[src/pkg/spdif_in_pkg.sv]
// Constants and types shared by the serial audio input port of the S/PDIF transmitter.
package spdif_in_pkg;

	// Register byte offsets on the AHB-Lite slave.
	localparam logic [7:0] CTRL_OFS = 8'h00;
	localparam logic [7:0] STATUS_OFS = 8'h04;
	localparam logic [7:0] LEFT_OFS = 8'h08;
	localparam logic [7:0] RIGHT_OFS = 8'h0C;

	// Control register field positions.
	localparam int CTRL_EN_BIT = 0;
	localparam int CTRL_FMT_LSB = 1;
	localparam int CTRL_WID_LSB = 3;
	localparam int CTRL_OSR_BIT = 5;

	// Status register field positions.
	localparam int STAT_PAIR_BIT = 0;
	localparam int STAT_FS_BIT = 1;
	localparam int STAT_HALF_BIT = 2;
	localparam int STAT_CNT_LSB = 16;

	// Justification formats.
	typedef enum logic [1:0] {
		FMT_I2S = 2'h0,
		FMT_LJ = 2'h1,
		FMT_RJ = 2'h2
	} fmt_t;

	// Sample word widths.
	typedef enum logic [1:0] {
		WID_16 = 2'h0,
		WID_18 = 2'h1,
		WID_20 = 2'h2,
		WID_24 = 2'h3
	} wid_t;

	// Values after reset: I2S, 24-bit words, 256x oversampling, enabled.
	localparam logic CTRL_EN_RST = 1'b1;
	localparam fmt_t CTRL_FMT_RST = FMT_I2S;
	localparam wid_t CTRL_WID_RST = WID_24;
	localparam logic CTRL_OSR_RST = 1'b0;

	// Framing figures.
	localparam int WORD_MAX = 24;
	localparam int SLOT_BITS = 32;
	localparam logic [5:0] IDX_MAX = 6'h3F;
	localparam logic [4:0] I2S_DELAY = 5'h01;

	// Oversampling ratios and the biphase cell rate, all per frame.
	localparam int OSR_LO = 256;
	localparam int OSR_HI = 384;
	localparam int BIPHASE_PER_FRAME = 128;
	localparam logic [1:0] DIV_LO_LAST = 2'(OSR_LO / BIPHASE_PER_FRAME - 1);
	localparam logic [1:0] DIV_HI_LAST = 2'(OSR_HI / BIPHASE_PER_FRAME - 1);

endpackage : spdif_in_pkg

[src/pin_sync.sv]
// Two-stage synchroniser for a group of asynchronous input pins.
`timescale 1ns/1ns
module pin_sync #(
	parameter int WIDTH = 4
) (
	// Clock and reset
	input wire logic clk,
	input wire logic rst_n,
	// Pins and synchronised levels
	input wire logic [WIDTH-1:0] pin_in,
	output logic [WIDTH-1:0] pin_sync_out
);

	logic [WIDTH-1:0] meta_q;

	// A group of no pins cannot be built, so elaboration stops here.
	if (WIDTH < 1) begin : g_width_check
		$error("pin_sync: WIDTH must be at least 1");
	end

	// The first stage is read by the second stage only.
	always_ff @(posedge clk or negedge rst_n) begin
		if (!rst_n) begin
			meta_q <= '0;
			pin_sync_out <= '0;
		end else begin
			meta_q <= pin_in;
			pin_sync_out <= meta_q;
		end
	end

endmodule : pin_sync

[src/spdif_serial_in.sv]
// Serial audio input port and biphase clock divider of the S/PDIF transmitter.
//
// Operation
// - Serial data must be stable at the bit clock rising edge and is sampled on that edge.
// - In right- and left-justified formats frame sync high marks left and low marks right.
// - In I2S format, the reset default, frame sync low marks left and high marks right.
// - In right-justified format the MSB is taken 12 bit clocks after a transition for 20-bit words and 16 for 16-bit words.
// - In I2S format the MSB is taken exactly one bit clock after each frame sync transition.
// - In left-justified format the MSB is taken on the first sampling edge after a transition.
// - The biphase clock is made by dividing down the oversampling clock.
// - The oversampling clock runs at 384 or 256 times the frame rate and the divider serves both.
// - Word widths of 16, 18, 20 and 24 bits are accepted in all three formats.
`timescale 1ns/1ns
module spdif_serial_in (
	// Clock and reset
	input wire logic REF_CLK,
	input wire logic RST_N,
	// AHB-Lite slave
	input wire logic HSEL,
	input wire logic [31:0] HADDR,
	input wire logic [1:0] HTRANS,
	input wire logic HWRITE,
	input wire logic [2:0] HSIZE,
	input wire logic [31:0] HWDATA,
	input wire logic HREADY,
	output logic HREADYOUT,
	output logic HRESP,
	output logic [31:0] HRDATA,
	// Serial audio pins from the signal routing unit
	input wire logic BIT_CLOCK,
	input wire logic FRAME_SYNC,
	input wire logic SERIAL_DATA_IN,
	input wire logic OVERSAMPLE_CLOCK,
	// Sample pair towards the encoder
	output logic [spdif_in_pkg::WORD_MAX-1:0] LEFT_WORD,
	output logic [spdif_in_pkg::WORD_MAX-1:0] RIGHT_WORD,
	output logic WORD_VALID,
	// Biphase clock enable towards the encoder
	output logic BIPHASE_CLK_EN
);

	import spdif_in_pkg::*;

	// Pins pass two flip-flops; the reference clock must be well above twice
	// the bit and oversampling clock rates, or edges are missed.
	logic [3:0] pin_s;
	logic bclk_s;
	logic fs_s;
	logic sd_s;
	logic osc_s;
	logic bclk_prev_q;
	logic osc_prev_q;
	logic bclk_rise;
	logic osc_rise;

	pin_sync #(
		.WIDTH(4)
	) u_pin_sync (
		.clk(REF_CLK),
		.rst_n(RST_N),
		.pin_in({OVERSAMPLE_CLOCK, SERIAL_DATA_IN, FRAME_SYNC, BIT_CLOCK}),
		.pin_sync_out(pin_s)
	);

	assign bclk_s = pin_s[0];
	assign fs_s = pin_s[1];
	assign sd_s = pin_s[2];
	assign osc_s = pin_s[3];

	always_ff @(posedge REF_CLK or negedge RST_N) begin
		if (!RST_N) begin
			bclk_prev_q <= 1'b0;
			osc_prev_q <= 1'b0;
		end else begin
			bclk_prev_q <= bclk_s;
			osc_prev_q <= osc_s;
		end
	end

	assign bclk_rise = bclk_s & ~bclk_prev_q;
	assign osc_rise = osc_s & ~osc_prev_q;

	// Control register.
	logic ctrl_en_q;
	fmt_t ctrl_fmt_q;
	wid_t ctrl_wid_q;
	logic ctrl_osr_q;

	// Bus data phase bookkeeping.
	logic dp_wr_q;
	logic dp_rd_q;
	logic [7:0] dp_addr_q;
	logic dp_hit_q;
	logic addr_phase;
	logic ctrl_wr;
	logic stat_wr;

	assign addr_phase = HSEL & HTRANS[1] & HREADY;
	assign ctrl_wr = dp_wr_q & dp_hit_q & (dp_addr_q == CTRL_OFS);
	assign stat_wr = dp_wr_q & dp_hit_q & (dp_addr_q == STATUS_OFS);

	always_ff @(posedge REF_CLK or negedge RST_N) begin
		if (!RST_N) begin
			ctrl_en_q <= CTRL_EN_RST;
			ctrl_fmt_q <= CTRL_FMT_RST;
			ctrl_wid_q <= CTRL_WID_RST;
			ctrl_osr_q <= CTRL_OSR_RST;
		end else if (ctrl_wr) begin
			ctrl_en_q <= HWDATA[CTRL_EN_BIT];
			ctrl_wid_q <= wid_t'(HWDATA[CTRL_WID_LSB +: 2]);
			ctrl_osr_q <= HWDATA[CTRL_OSR_BIT];
			// An unused format code is refused and the old format stays.
			if (HWDATA[CTRL_FMT_LSB +: 2] != 2'h3) begin
				ctrl_fmt_q <= fmt_t'(HWDATA[CTRL_FMT_LSB +: 2]);
			end
		end
	end

	// Framing derived from the control register.
	logic [4:0] wid_bits;
	logic [5:0] start_idx;
	logic left_level;

	always_comb begin
		unique case (ctrl_wid_q)
			WID_16: wid_bits = 5'h10;
			WID_18: wid_bits = 5'h12;
			WID_20: wid_bits = 5'h14;
			WID_24: wid_bits = 5'h18;
		endcase
	end

	always_comb begin
		unique case (ctrl_fmt_q)
			FMT_LJ: start_idx = 6'h00;
			FMT_RJ: start_idx = 6'(SLOT_BITS) - {1'b0, wid_bits};
			default: start_idx = {1'b0, I2S_DELAY};
		endcase
	end

	// Level of frame sync that marks the left channel.
	assign left_level = (ctrl_fmt_q == FMT_I2S) ? 1'b0 : 1'b1;

	// Bit counter, advanced on each bit clock rising edge up to IDX_MAX, and shift register, advanced on those rising edges that fall inside the word.
	logic fs_smp_q;
	logic seen_q;
	logic word_ok_q;
	logic [5:0] bit_idx_q;
	logic [5:0] cur_idx;
	logic [WORD_MAX-1:0] shift_q;
	logic fs_edge;
	logic take;
	logic [WORD_MAX-1:0] aligned;

	assign fs_edge = bclk_rise & seen_q & (fs_s != fs_smp_q);
	assign cur_idx = fs_edge ? 6'h00 : bit_idx_q;
	assign take = bclk_rise & (cur_idx >= start_idx) & (cur_idx < start_idx + {1'b0, wid_bits});
	// Words leave left-aligned in 24 bits, the unused low bits zero.
	assign aligned = shift_q << (5'(WORD_MAX) - wid_bits);

	always_ff @(posedge REF_CLK or negedge RST_N) begin
		if (!RST_N) begin
			fs_smp_q <= 1'b0;
			seen_q <= 1'b0;
		end else if (!ctrl_en_q) begin
			seen_q <= 1'b0;
		end else if (bclk_rise) begin
			fs_smp_q <= fs_s;
			seen_q <= 1'b1;
		end
	end

	always_ff @(posedge REF_CLK or negedge RST_N) begin
		if (!RST_N) begin
			bit_idx_q <= 6'h00;
		end else if (fs_edge) begin
			bit_idx_q <= 6'h01;
		end else if (bclk_rise && bit_idx_q != IDX_MAX) begin
			bit_idx_q <= bit_idx_q + 6'h01;
		end
	end

	always_ff @(posedge REF_CLK or negedge RST_N) begin
		if (!RST_N) begin
			shift_q <= '0;
		end else if (fs_edge) begin
			shift_q <= take ? {{(WORD_MAX-1){1'b0}}, sd_s} : '0;
		end else if (take) begin
			shift_q <= {shift_q[WORD_MAX-2:0], sd_s};
		end
	end

	// The first word after enabling starts mid-frame and is thrown away.
	always_ff @(posedge REF_CLK or negedge RST_N) begin
		if (!RST_N) begin
			word_ok_q <= 1'b0;
		end else if (!ctrl_en_q) begin
			word_ok_q <= 1'b0;
		end else if (fs_edge) begin
			word_ok_q <= 1'b1;
		end
	end

	// Channel holding registers and pair hand-over.
	logic [WORD_MAX-1:0] left_hold_q;
	logic have_left_q;
	logic left_done;
	logic right_done;
	logic pair_done;

	assign left_done = fs_edge & word_ok_q & (fs_smp_q == left_level);
	assign right_done = fs_edge & word_ok_q & (fs_smp_q != left_level);
	assign pair_done = right_done & have_left_q;

	always_ff @(posedge REF_CLK or negedge RST_N) begin
		if (!RST_N) begin
			left_hold_q <= '0;
			have_left_q <= 1'b0;
		end else if (!ctrl_en_q) begin
			have_left_q <= 1'b0;
		end else if (left_done) begin
			left_hold_q <= aligned;
			have_left_q <= 1'b1;
		end else if (right_done) begin
			have_left_q <= 1'b0;
		end
	end

	always_ff @(posedge REF_CLK or negedge RST_N) begin
		if (!RST_N) begin
			LEFT_WORD <= '0;
			RIGHT_WORD <= '0;
			WORD_VALID <= 1'b0;
		end else begin
			WORD_VALID <= pair_done;
			if (pair_done) begin
				LEFT_WORD <= left_hold_q;
				RIGHT_WORD <= aligned;
			end
		end
	end

	// Biphase divider: 128 enable pulses per frame at either ratio.
	logic [1:0] div_cnt_q;
	logic [1:0] div_last;

	assign div_last = ctrl_osr_q ? DIV_HI_LAST : DIV_LO_LAST;

	always_ff @(posedge REF_CLK or negedge RST_N) begin
		if (!RST_N) begin
			div_cnt_q <= 2'h0;
			BIPHASE_CLK_EN <= 1'b0;
		end else begin
			BIPHASE_CLK_EN <= 1'b0;
			if (osc_rise) begin
				if (div_cnt_q >= div_last) begin
					div_cnt_q <= 2'h0;
					BIPHASE_CLK_EN <= 1'b1;
				end else begin
					div_cnt_q <= div_cnt_q + 2'h1;
				end
			end
		end
	end

	// Status: sticky pair flag (write one to clear, a new pair wins) and a pair counter.
	logic pair_flag_q;
	logic [15:0] pair_cnt_q;

	always_ff @(posedge REF_CLK or negedge RST_N) begin
		if (!RST_N) begin
			pair_flag_q <= 1'b0;
		end else if (pair_done) begin
			pair_flag_q <= 1'b1;
		end else if (stat_wr && HWDATA[STAT_PAIR_BIT]) begin
			pair_flag_q <= 1'b0;
		end
	end

	always_ff @(posedge REF_CLK or negedge RST_N) begin
		if (!RST_N) begin
			pair_cnt_q <= 16'h0000;
		end else if (pair_done) begin
			pair_cnt_q <= pair_cnt_q + 16'h0001;
		end
	end

	// Bus slave: writes finish with no wait, reads take one wait state so a
	// read straight after a write already sees the written value.
	logic [31:0] rd_mux;

	always_ff @(posedge REF_CLK or negedge RST_N) begin
		if (!RST_N) begin
			dp_wr_q <= 1'b0;
			dp_rd_q <= 1'b0;
			dp_addr_q <= 8'h00;
			dp_hit_q <= 1'b0;
		end else begin
			if (HREADYOUT) begin
				dp_wr_q <= addr_phase & HWRITE;
				dp_rd_q <= addr_phase & ~HWRITE;
				if (addr_phase) begin
					dp_addr_q <= HADDR[7:0];
					dp_hit_q <= (HADDR[31:4] == 28'h0000000);
				end
			end else begin
				dp_rd_q <= 1'b0;
			end
		end
	end

	always_comb begin
		rd_mux = 32'h00000000;
		if (dp_hit_q) begin
			unique case (dp_addr_q)
				CTRL_OFS: begin
					rd_mux[CTRL_EN_BIT] = ctrl_en_q;
					rd_mux[CTRL_FMT_LSB +: 2] = ctrl_fmt_q;
					rd_mux[CTRL_WID_LSB +: 2] = ctrl_wid_q;
					rd_mux[CTRL_OSR_BIT] = ctrl_osr_q;
				end
				STATUS_OFS: begin
					rd_mux[STAT_PAIR_BIT] = pair_flag_q;
					rd_mux[STAT_FS_BIT] = fs_smp_q;
					rd_mux[STAT_HALF_BIT] = have_left_q;
					rd_mux[STAT_CNT_LSB +: 16] = pair_cnt_q;
				end
				LEFT_OFS: rd_mux[WORD_MAX-1:0] = LEFT_WORD;
				RIGHT_OFS: rd_mux[WORD_MAX-1:0] = RIGHT_WORD;
				default: rd_mux = 32'h00000000;
			endcase
		end
	end

	always_ff @(posedge REF_CLK or negedge RST_N) begin
		if (!RST_N) begin
			HRDATA <= 32'h00000000;
		end else if (dp_rd_q) begin
			HRDATA <= rd_mux;
		end
	end

	assign HREADYOUT = ~dp_rd_q;
	assign HRESP = 1'b0;

endmodule : spdif_serial_in

[config.mk]
export PLATFORM = sky130hd
export DESIGN_NAME = spdif_serial_in
export DESIGN_NICKNAME = d
export VERILOG_FILES = /design/src/pkg/spdif_in_pkg.sv /design/src/pin_sync.sv /design/src/spdif_serial_in.sv
export SDC_FILE = /design/constraint.sdc
export NUM_CORES = 1
export LEC_CHECK = 0
export ABC_AREA = 1
export BUFFER_PORTS_ARGS = -buffer_cell sky130_fd_sc_hd__buf_4
export CORE_MARGIN = 2
export CORE_UTILIZATION = 58
export CTS_BUF_LIST = sky130_fd_sc_hd__clkbuf_2 sky130_fd_sc_hd__clkbuf_4 sky130_fd_sc_hd__clkbuf_8
export CTS_CLUSTER_DIAMETER = 50
export DETAILED_ROUTE_END_ITERATION = 8
export PLACE_DENSITY = 0.91
export SLEW_MARGIN = 0
export SYNTH_ARGS = -nofsm -noshare
export SYNTH_HDL_FRONTEND = slang
export SYNTH_SLANG_ARGS = --single-unit
export TNS_END_PERCENT = 20
[constraint.sdc]
create_clock -name REF_CLK -period 4.1 [get_ports REF_CLK]
set_input_delay 0.82 -clock REF_CLK [delete_from_list [all_inputs] [get_ports REF_CLK]]
set_output_delay 0.82 -clock REF_CLK [all_outputs]
set_load 0.02 [all_outputs]
### Word-level counts from Yosys, hierarchy flattened

Cells that the tools add are included.

| word-level totals | value |
|---|---|
| register bits after elaboration | 186 |
| latch bits | 0 |
| RAM bits | 0 |
| ROM bits | 0 |
| input port bits | 78 |
| output and inout port bits | 84 |
| word-level logic and storage cells | 116 |
| memories kept | 0 |

| cells by class | value |
|---|---|
| add/sub/neg operators | 6 |
| multiply operators | 0 |
| divide/modulo/power cells | 0 |
| $lt $le $gt $ge | 3 |
| equal/unequal tests | 16 |
| shift operators | 1 |
| muxes and demuxes | 29 |
| bitwise operators | 21 |
| reduce and logical (&&, ||, !) cells | 13 |

Operators with widths:

| operator | count |
|---|---|
| $mux 24 | 2 |
| $mux 32 | 1 |
| $logic_not 28->1 | 1 |
| $pmux 8 s3 | 1 |
| $shl 24x5->24 | 1 |
| $pmux 10 s2 | 1 |
| $pmux 5 s4 | 1 |
| $mux 6 | 3 |
| $and 1x1->1 | 17 |
| $add 16x1->16 const B | 1 |
| $eq 8x4->1 const B | 2 |
| $mux 1 | 14 |
| $pmux 3 s4 | 1 |
| $pmux 6 s2 | 1 |
| $pmux 3 s3 | 1 |
| $eq 8x3->1 const B | 1 |
| $logic_not 8->1 | 1 |
| $mux 8 | 1 |
| $reduce_and 2->1 | 4 |
| $add 6x1->6 const B | 1 |
| $add 6x5->6 | 1 |
| $eq 2x2->1 const B | 3 |
| $ge 6x6->1 | 1 |
| $lt 6x6->1 | 1 |
| other kinds (16) | 27 |

### Depth between registers and ports, before layout

| logic depth | value |
|---|---|
| depth after elaboration | 10 |
| gate-level depth with buffers | 19 |
| gate-level depth less buffers | 17 |

### Modules after synthesis

From an unflattened synthesis, not the netlist that was laid out.

| unflattened totals | value |
|---|---|
| cells, all modules | 1144 |
| area total of the unflattened synthesis | 9188.8 µm² |

By module, submodules not included:

| module | times used | cells each | area an instance (µm²) | sequential area each (µm²) |
|---|---|---|---|---|
| spdif_serial_in | 1 | 1136 | 8988.6 | 4458.0 |
| pin_sync | 1 | 8 | 200.2 | 200.2 |

### Worst setup path before layout

No wires, ideal clock.

| timing | value |
|---|---|
| path kind | flip-flop to flip-flop |
| from | reg ctrl_wid_q[1] |
| to | reg shift_q[0] |
| library setup time | 0.117 ns |
| arrival | 2.795 ns |
| data required time | 3.983 ns |
| path slack | 1.188 ns |
| stages on the path, launching flop included | 20 |
| buffers on the path | 3 |
| period minus slack after synthesis | 2.912 ns |
| cells stage by stage | dfstp_2 -> inv_1 -> ha_1 -> buf_2 -> buf_2 -> nand2_1 -> inv_1 -> ha_1 -> a31oi_1 -> xor2_1 -> ha_1 -> nand2_1 -> nor2_1 -> o21ai_0 -> nand2_1 -> nor2_2 -> nand2_2 -> buf_6 -> nand3_1 -> nand2_1 |

| between the ends | value |
|---|---|
| longest elaborated chain between the ends | 9 |
| elaborated cells between the ends (all ways) | 15 |
| those cells by class | add/sub: 2; order compare: 2; eq/ne: 3; mux: 4; bitwise: 2; reduce/logical: 2 |

RTL lines:

| item | line | RTL |
|---|---|---|
| start: declaration | spdif_serial_in.sv:86 | `wid_t ctrl_wid_q;` |
| start signal: assignment | spdif_serial_in.sv:110 | `ctrl_wid_q <= wid_t'(HWDATA[CTRL_WID_LSB +: 2]);` |
| $eq 2x2->1 (tied with other cells) | spdif_serial_in.sv:125 | `unique case (ctrl_wid_q)` |
| $pmux 5 s4 (*) | spdif_serial_in.sv:125 |  |
| $sub 6x5->6 | spdif_serial_in.sv:136 | `FMT_RJ: start_idx = 6'(SLOT_BITS) - {1'b0, wid_bits};` |
| $pmux 6 s2 | spdif_serial_in.sv:134 | `unique case (ctrl_fmt_q)` |
| $add 6x5->6 or $ge 6x6->1 (tied branches) | spdif_serial_in.sv:157 | `assign take = bclk_rise & (cur_idx >= start_idx) & (cur_idx < start_idx + {1'b0, wid_bits});` |
| $lt 6x6->1 or $and 1x1->1 (tied branches) | spdif_serial_in.sv:157 |  |
| $and 1x1->1 (*) | spdif_serial_in.sv:157 |  |
| $mux 1 | spdif_serial_in.sv:187 | `shift_q <= take ? {{(WORD_MAX-1){1'b0}}, sd_s} : '0;` |
| $mux 24 | spdif_serial_in.sv:186 | `end else if (fs_edge) begin` |
| end signal: assignment | spdif_serial_in.sv:187 |  |
| end signal: assignment | spdif_serial_in.sv:189 | `shift_q <= {shift_q[WORD_MAX-2:0], sd_s};` |
| end: declaration | spdif_serial_in.sv:150 | `logic [WORD_MAX-1:0] shift_q;` |

Mark *: on every way between the ends. The rest lies on a longest branch, timed or not. The select of a mux whose other input is x is not followed.
A chain may end at the register's enable or synchronous reset.

### Worst setup path after layout

| timing | value |
|---|---|
| from | reg ctrl_wid_q[1] |
| to | reg shift_q[8] |

| between the ends | value |
|---|---|
| longest elaborated chain between the ends | 8 |
| elaborated cells between the ends (all ways) | 13 |
| those cells by class | add/sub: 2; order compare: 2; eq/ne: 3; mux: 2; bitwise: 2; reduce/logical: 2 |

RTL lines:

| item | line |
|---|---|
| $eq 2x2->1 (tied with other cells) | spdif_serial_in.sv:125 |
| $pmux 5 s4 (*) | spdif_serial_in.sv:125 |
| $sub 6x5->6 | spdif_serial_in.sv:136 |
| $pmux 6 s2 | spdif_serial_in.sv:134 |
| $add 6x5->6 or $ge 6x6->1 (tied branches) | spdif_serial_in.sv:157 |
| $lt 6x6->1 or $and 1x1->1 (tied branches) | spdif_serial_in.sv:157 |
| $and 1x1->1 (*) | spdif_serial_in.sv:157 |
| $reduce_bool 2->1 (no line) (*) | - |

Marked as above.

==> impl_metrics.json <==
{
  "outcome": "complete, no violations",
  "rsz0062_at_grt": "false",
  "synthTopCellsByArea": "dfrtp_1, nand2_1, o21ai_0, nand3_1, inv_1",
  "hold_ws_ns": 0.321,
  "clkTransAtPathRegs_ns": 0.10,
  "yosysTopAreaCellShare_pct": 49.5,
  "dp.final_hpwl_um": 16400,
  "io_pins": 162,
  "dr_total_vias": 8208,
  "ant_nets": 0,
  "num-fill-cells": 1235,
  "finalWeightedCongestion": 0.892,
  "drc": 0,
  "initial_core_util_pct": 58.7,
  "antenna_found_initial": 0,
  "synth_area_leader_cell": "dfrtp_1",
  "p_leak_uw": 0.00544,
  "dp_slack_ns": 0.668,
  "die-width_um": 130,
  "period_needed_ns": 3.54,
  "nets": 1364,
  "synthSimpleGateAreaFrac_pct": 26.8,
  "fin_skew_ns": 0.0161,
  "worstPathArrival_ns": 3.89,
  "synth-edff-count": 0,
  "grt.total_usage_pct": 28.0,
  "fin_setup_tns_ns": 0,
  "synth-adder-area-share_pct": 3.24,
  "finalHoldViolCount": 0,
  "synthFlopType": "dfrtp_1",
  "slew_headroom_pct": 55.9,
  "wirelength_um": 23100,
  "grt_overflow": 0,
  "routedWlPerCell_um": 15.5,
  "crit_required_ns": 4.45,
  "root_buffer": "clkbuf_8",
  "numCtsBuffers": 17,
  "cts_sinks": 186,
  "synth_compound_area_share_pct": 10.1,
  "total_power_uw": 4020,
  "startpoint_type": "register",
  "synthesis.area_sq_um": 9260,
  "syn_avg_cell_area_sq_um": 8.04,
  "coreArea_sq_um": 15800,
  "cts_resized": 0,
  "cts.hold.buffers_added": 0,
  "crit_path_end_kind": "register",
  "layout_common_cells": "nand2_1, dfrtp_1, buf_4",
  "die_y_um": 130,
  "async_flop_share_pct": 100,
  "htree_num_levels": 4,
  "path_max_fanout": 38,
  "dr.pass1.iters": 5,
  "clk_latency_ns": 0.50,
  "yosysSeqAreaShare_pct": 50.3,
  "diodes": 0,
  "ys_warn_count": 0,
  "max_cap_viol_count": 0,
  "synth_xor_area_share_pct": 1.59,
  "setup_ws_ns": 0.561,
  "via_per_inst": 5.51,
  "p_per_area_nw_per_um2": 376,
  "drv_slew": 0,
  "cts_tree": "done",
  "grt_max_degree": 75,
  "hold_path_class": "input pin to asynchronous set/reset pin",
  "numPlacedInstances": 1459,
  "vdd_drop_max_mv": 0.229,
  "ys_ff_latch": 186,
  "io_buffers": 130,
  "synth_top_family_by_area": "simple AND/OR/NAND/NOR gates",
  "synthCells": 1152,
  "fin_crit_sh_pct": 86.3,
  "yosysUniqueCellTypes": 40,
  "drive_gt1_share_pct": 16.6,
  "drt-initial-drc-count": 734,
  "finalSetupViolations": 0,
  "r2r_slack_ns": 0.56,
  "rows": 46,
  "tightest_slew_ns": 0.661,
  "postCtsSetupBuffers": 0,
  "rr_worst_depth": 18,
  "worstReg2RegEnd": "shift_q[8]$_DFFE_PN0P_",
  "areaGrowthSynthToFinish_pct": 15.6,
  "layout_commonest_cell": "nand2_1",
  "critical_path_class": "register to register",
  "cts_max_path_buffers": 2,
  "layout.cells.non_filler": 1491,
  "die-area_sq_um": 17000,
  "timing.rr.start": "ctrl_wid_q[1]$_DFFE_PN1P_",
  "synthesis.nets": 1254,
  "fmax_mhz": 283,
  "muxShareOfSynthArea_pct": 0.243,
  "grt_pass1_wl_um": 37200,
  "grt_pass1_vias": 7723
}
layout make-up:
| class | count | area, sq um | share of cell area, % |
|---|---|---|---|
| clock buffer | 17 | 234 | 2.19 |
| inverter | 108 | 408 | 3.81 |
| sequential | 186 | 4660 | 43.5 |
| timing repair buffer | 142 | 1070 | 10.0 |
| clock inverter | 15 | 160 | 1.50 |
| multi-input combinational | 807 | 3900 | 36.4 |
| tap | 216 | 270 | 2.53 |
worst max-delay path, cell delays in order (launching register included):
cell     delay, ns
dfstp_2       0.56
inv_1         0.10
ha_1          0.21
buf_4         0.23
nand2_1       0.15
inv_1         0.06
ha_1          0.19
a31oi_1       0.18
xor2_1        0.20
ha_1          0.27
nand2_1       0.08
nor2_1        0.04
o21ai_0       0.07
nand2_1       0.09
nor2_2        0.11
buf_4         0.23
nand2_2       0.37
nand2_1       0.18
o21ai_1       0.09
how the worst max path moves through the flow:
stage                              startpoint                       to  slack, ns  cells after the start
floorplan           ctrl_wid_q[1]$_DFFE_PN1P_   shift_q[0]$_DFFE_PN0P_       1.19                     19
global placement    ctrl_wid_q[1]$_DFFE_PN1P_   shift_q[7]$_DFFE_PN0P_       0.85                     18
detailed placement  ctrl_wid_q[1]$_DFFE_PN1P_  shift_q[16]$_DFFE_PN0P_       0.67                     18
CTS                 ctrl_wid_q[1]$_DFFE_PN1P_   shift_q[8]$_DFFE_PN0P_       0.62                     18
global route        ctrl_wid_q[1]$_DFFE_PN1P_  shift_q[13]$_DFFE_PN0P_       0.28                     18
finish              ctrl_wid_q[1]$_DFFE_PN1P_   shift_q[8]$_DFFE_PN0P_       0.56                     18
where the power goes:
group,internal (uW),switching (uW)
logic,246,545
clock network,501,717
registers,1930,79.2
routing by layer:
metal  vias to the layer above  GRT usage [%]  routed length [um]
li1                       3926              -                   -
met1                      3923           37.5                9790
met2                       313           45.6               11300
met3                        46           5.08                1440
met4                         0           11.1                 554
met5                         -              0                   0
cell usage after synthesis, drive strengths merged (2+ instances only):
cell type,count
nand2,392
dfrtp,183
o21ai,157
inv,107
nand3,101
nor2,61
buf,36
ha,24
clkbuf,15
xor2,14
nand4,12
a21oi,11
nor3,11
nor4,7
o211ai,6
dfstp,3
or2,3
mux2,2
xnor2,2
sequential cells by signal (all words and copies together), names as in the netlist, 2 cells and up:
signal                   count
u_pin_sync.meta_q            4
u_pin_sync.pin_sync_out      4
left_hold_q                 24
HRDATA                      32
div_cnt_q                    2
bit_idx_q                    6
RIGHT_WORD                  24
dp_addr_q                    8
ctrl_fmt_q                   2
pair_cnt_q                  16
ctrl_wid_q                   2
shift_q                     24
LEFT_WORD                   24
per-stage QoR:
step,area [sq um],utilization (%)
6_report,10700,67.9
5_1_grt,10700,67.9
4_1_cts,10700,67.9
3_5_place_dp,10300,65.4
3_3_place_gp,10300,65.4
2_1_floorplan,9260,-
kinds of logic (layout without fill, tap and decap cells):
kind of cell,Yosys count,after routing
buffers and inverters,159,282
and+or+nand+nor,588,588
xor gates and xnor gates,16,16
AOI/OAI and AO/OA,176,176
adders and majority gates,24,24
DFF,186,186
muxes,2,2
other,1,1
Power figures use the tool's default switching activity.
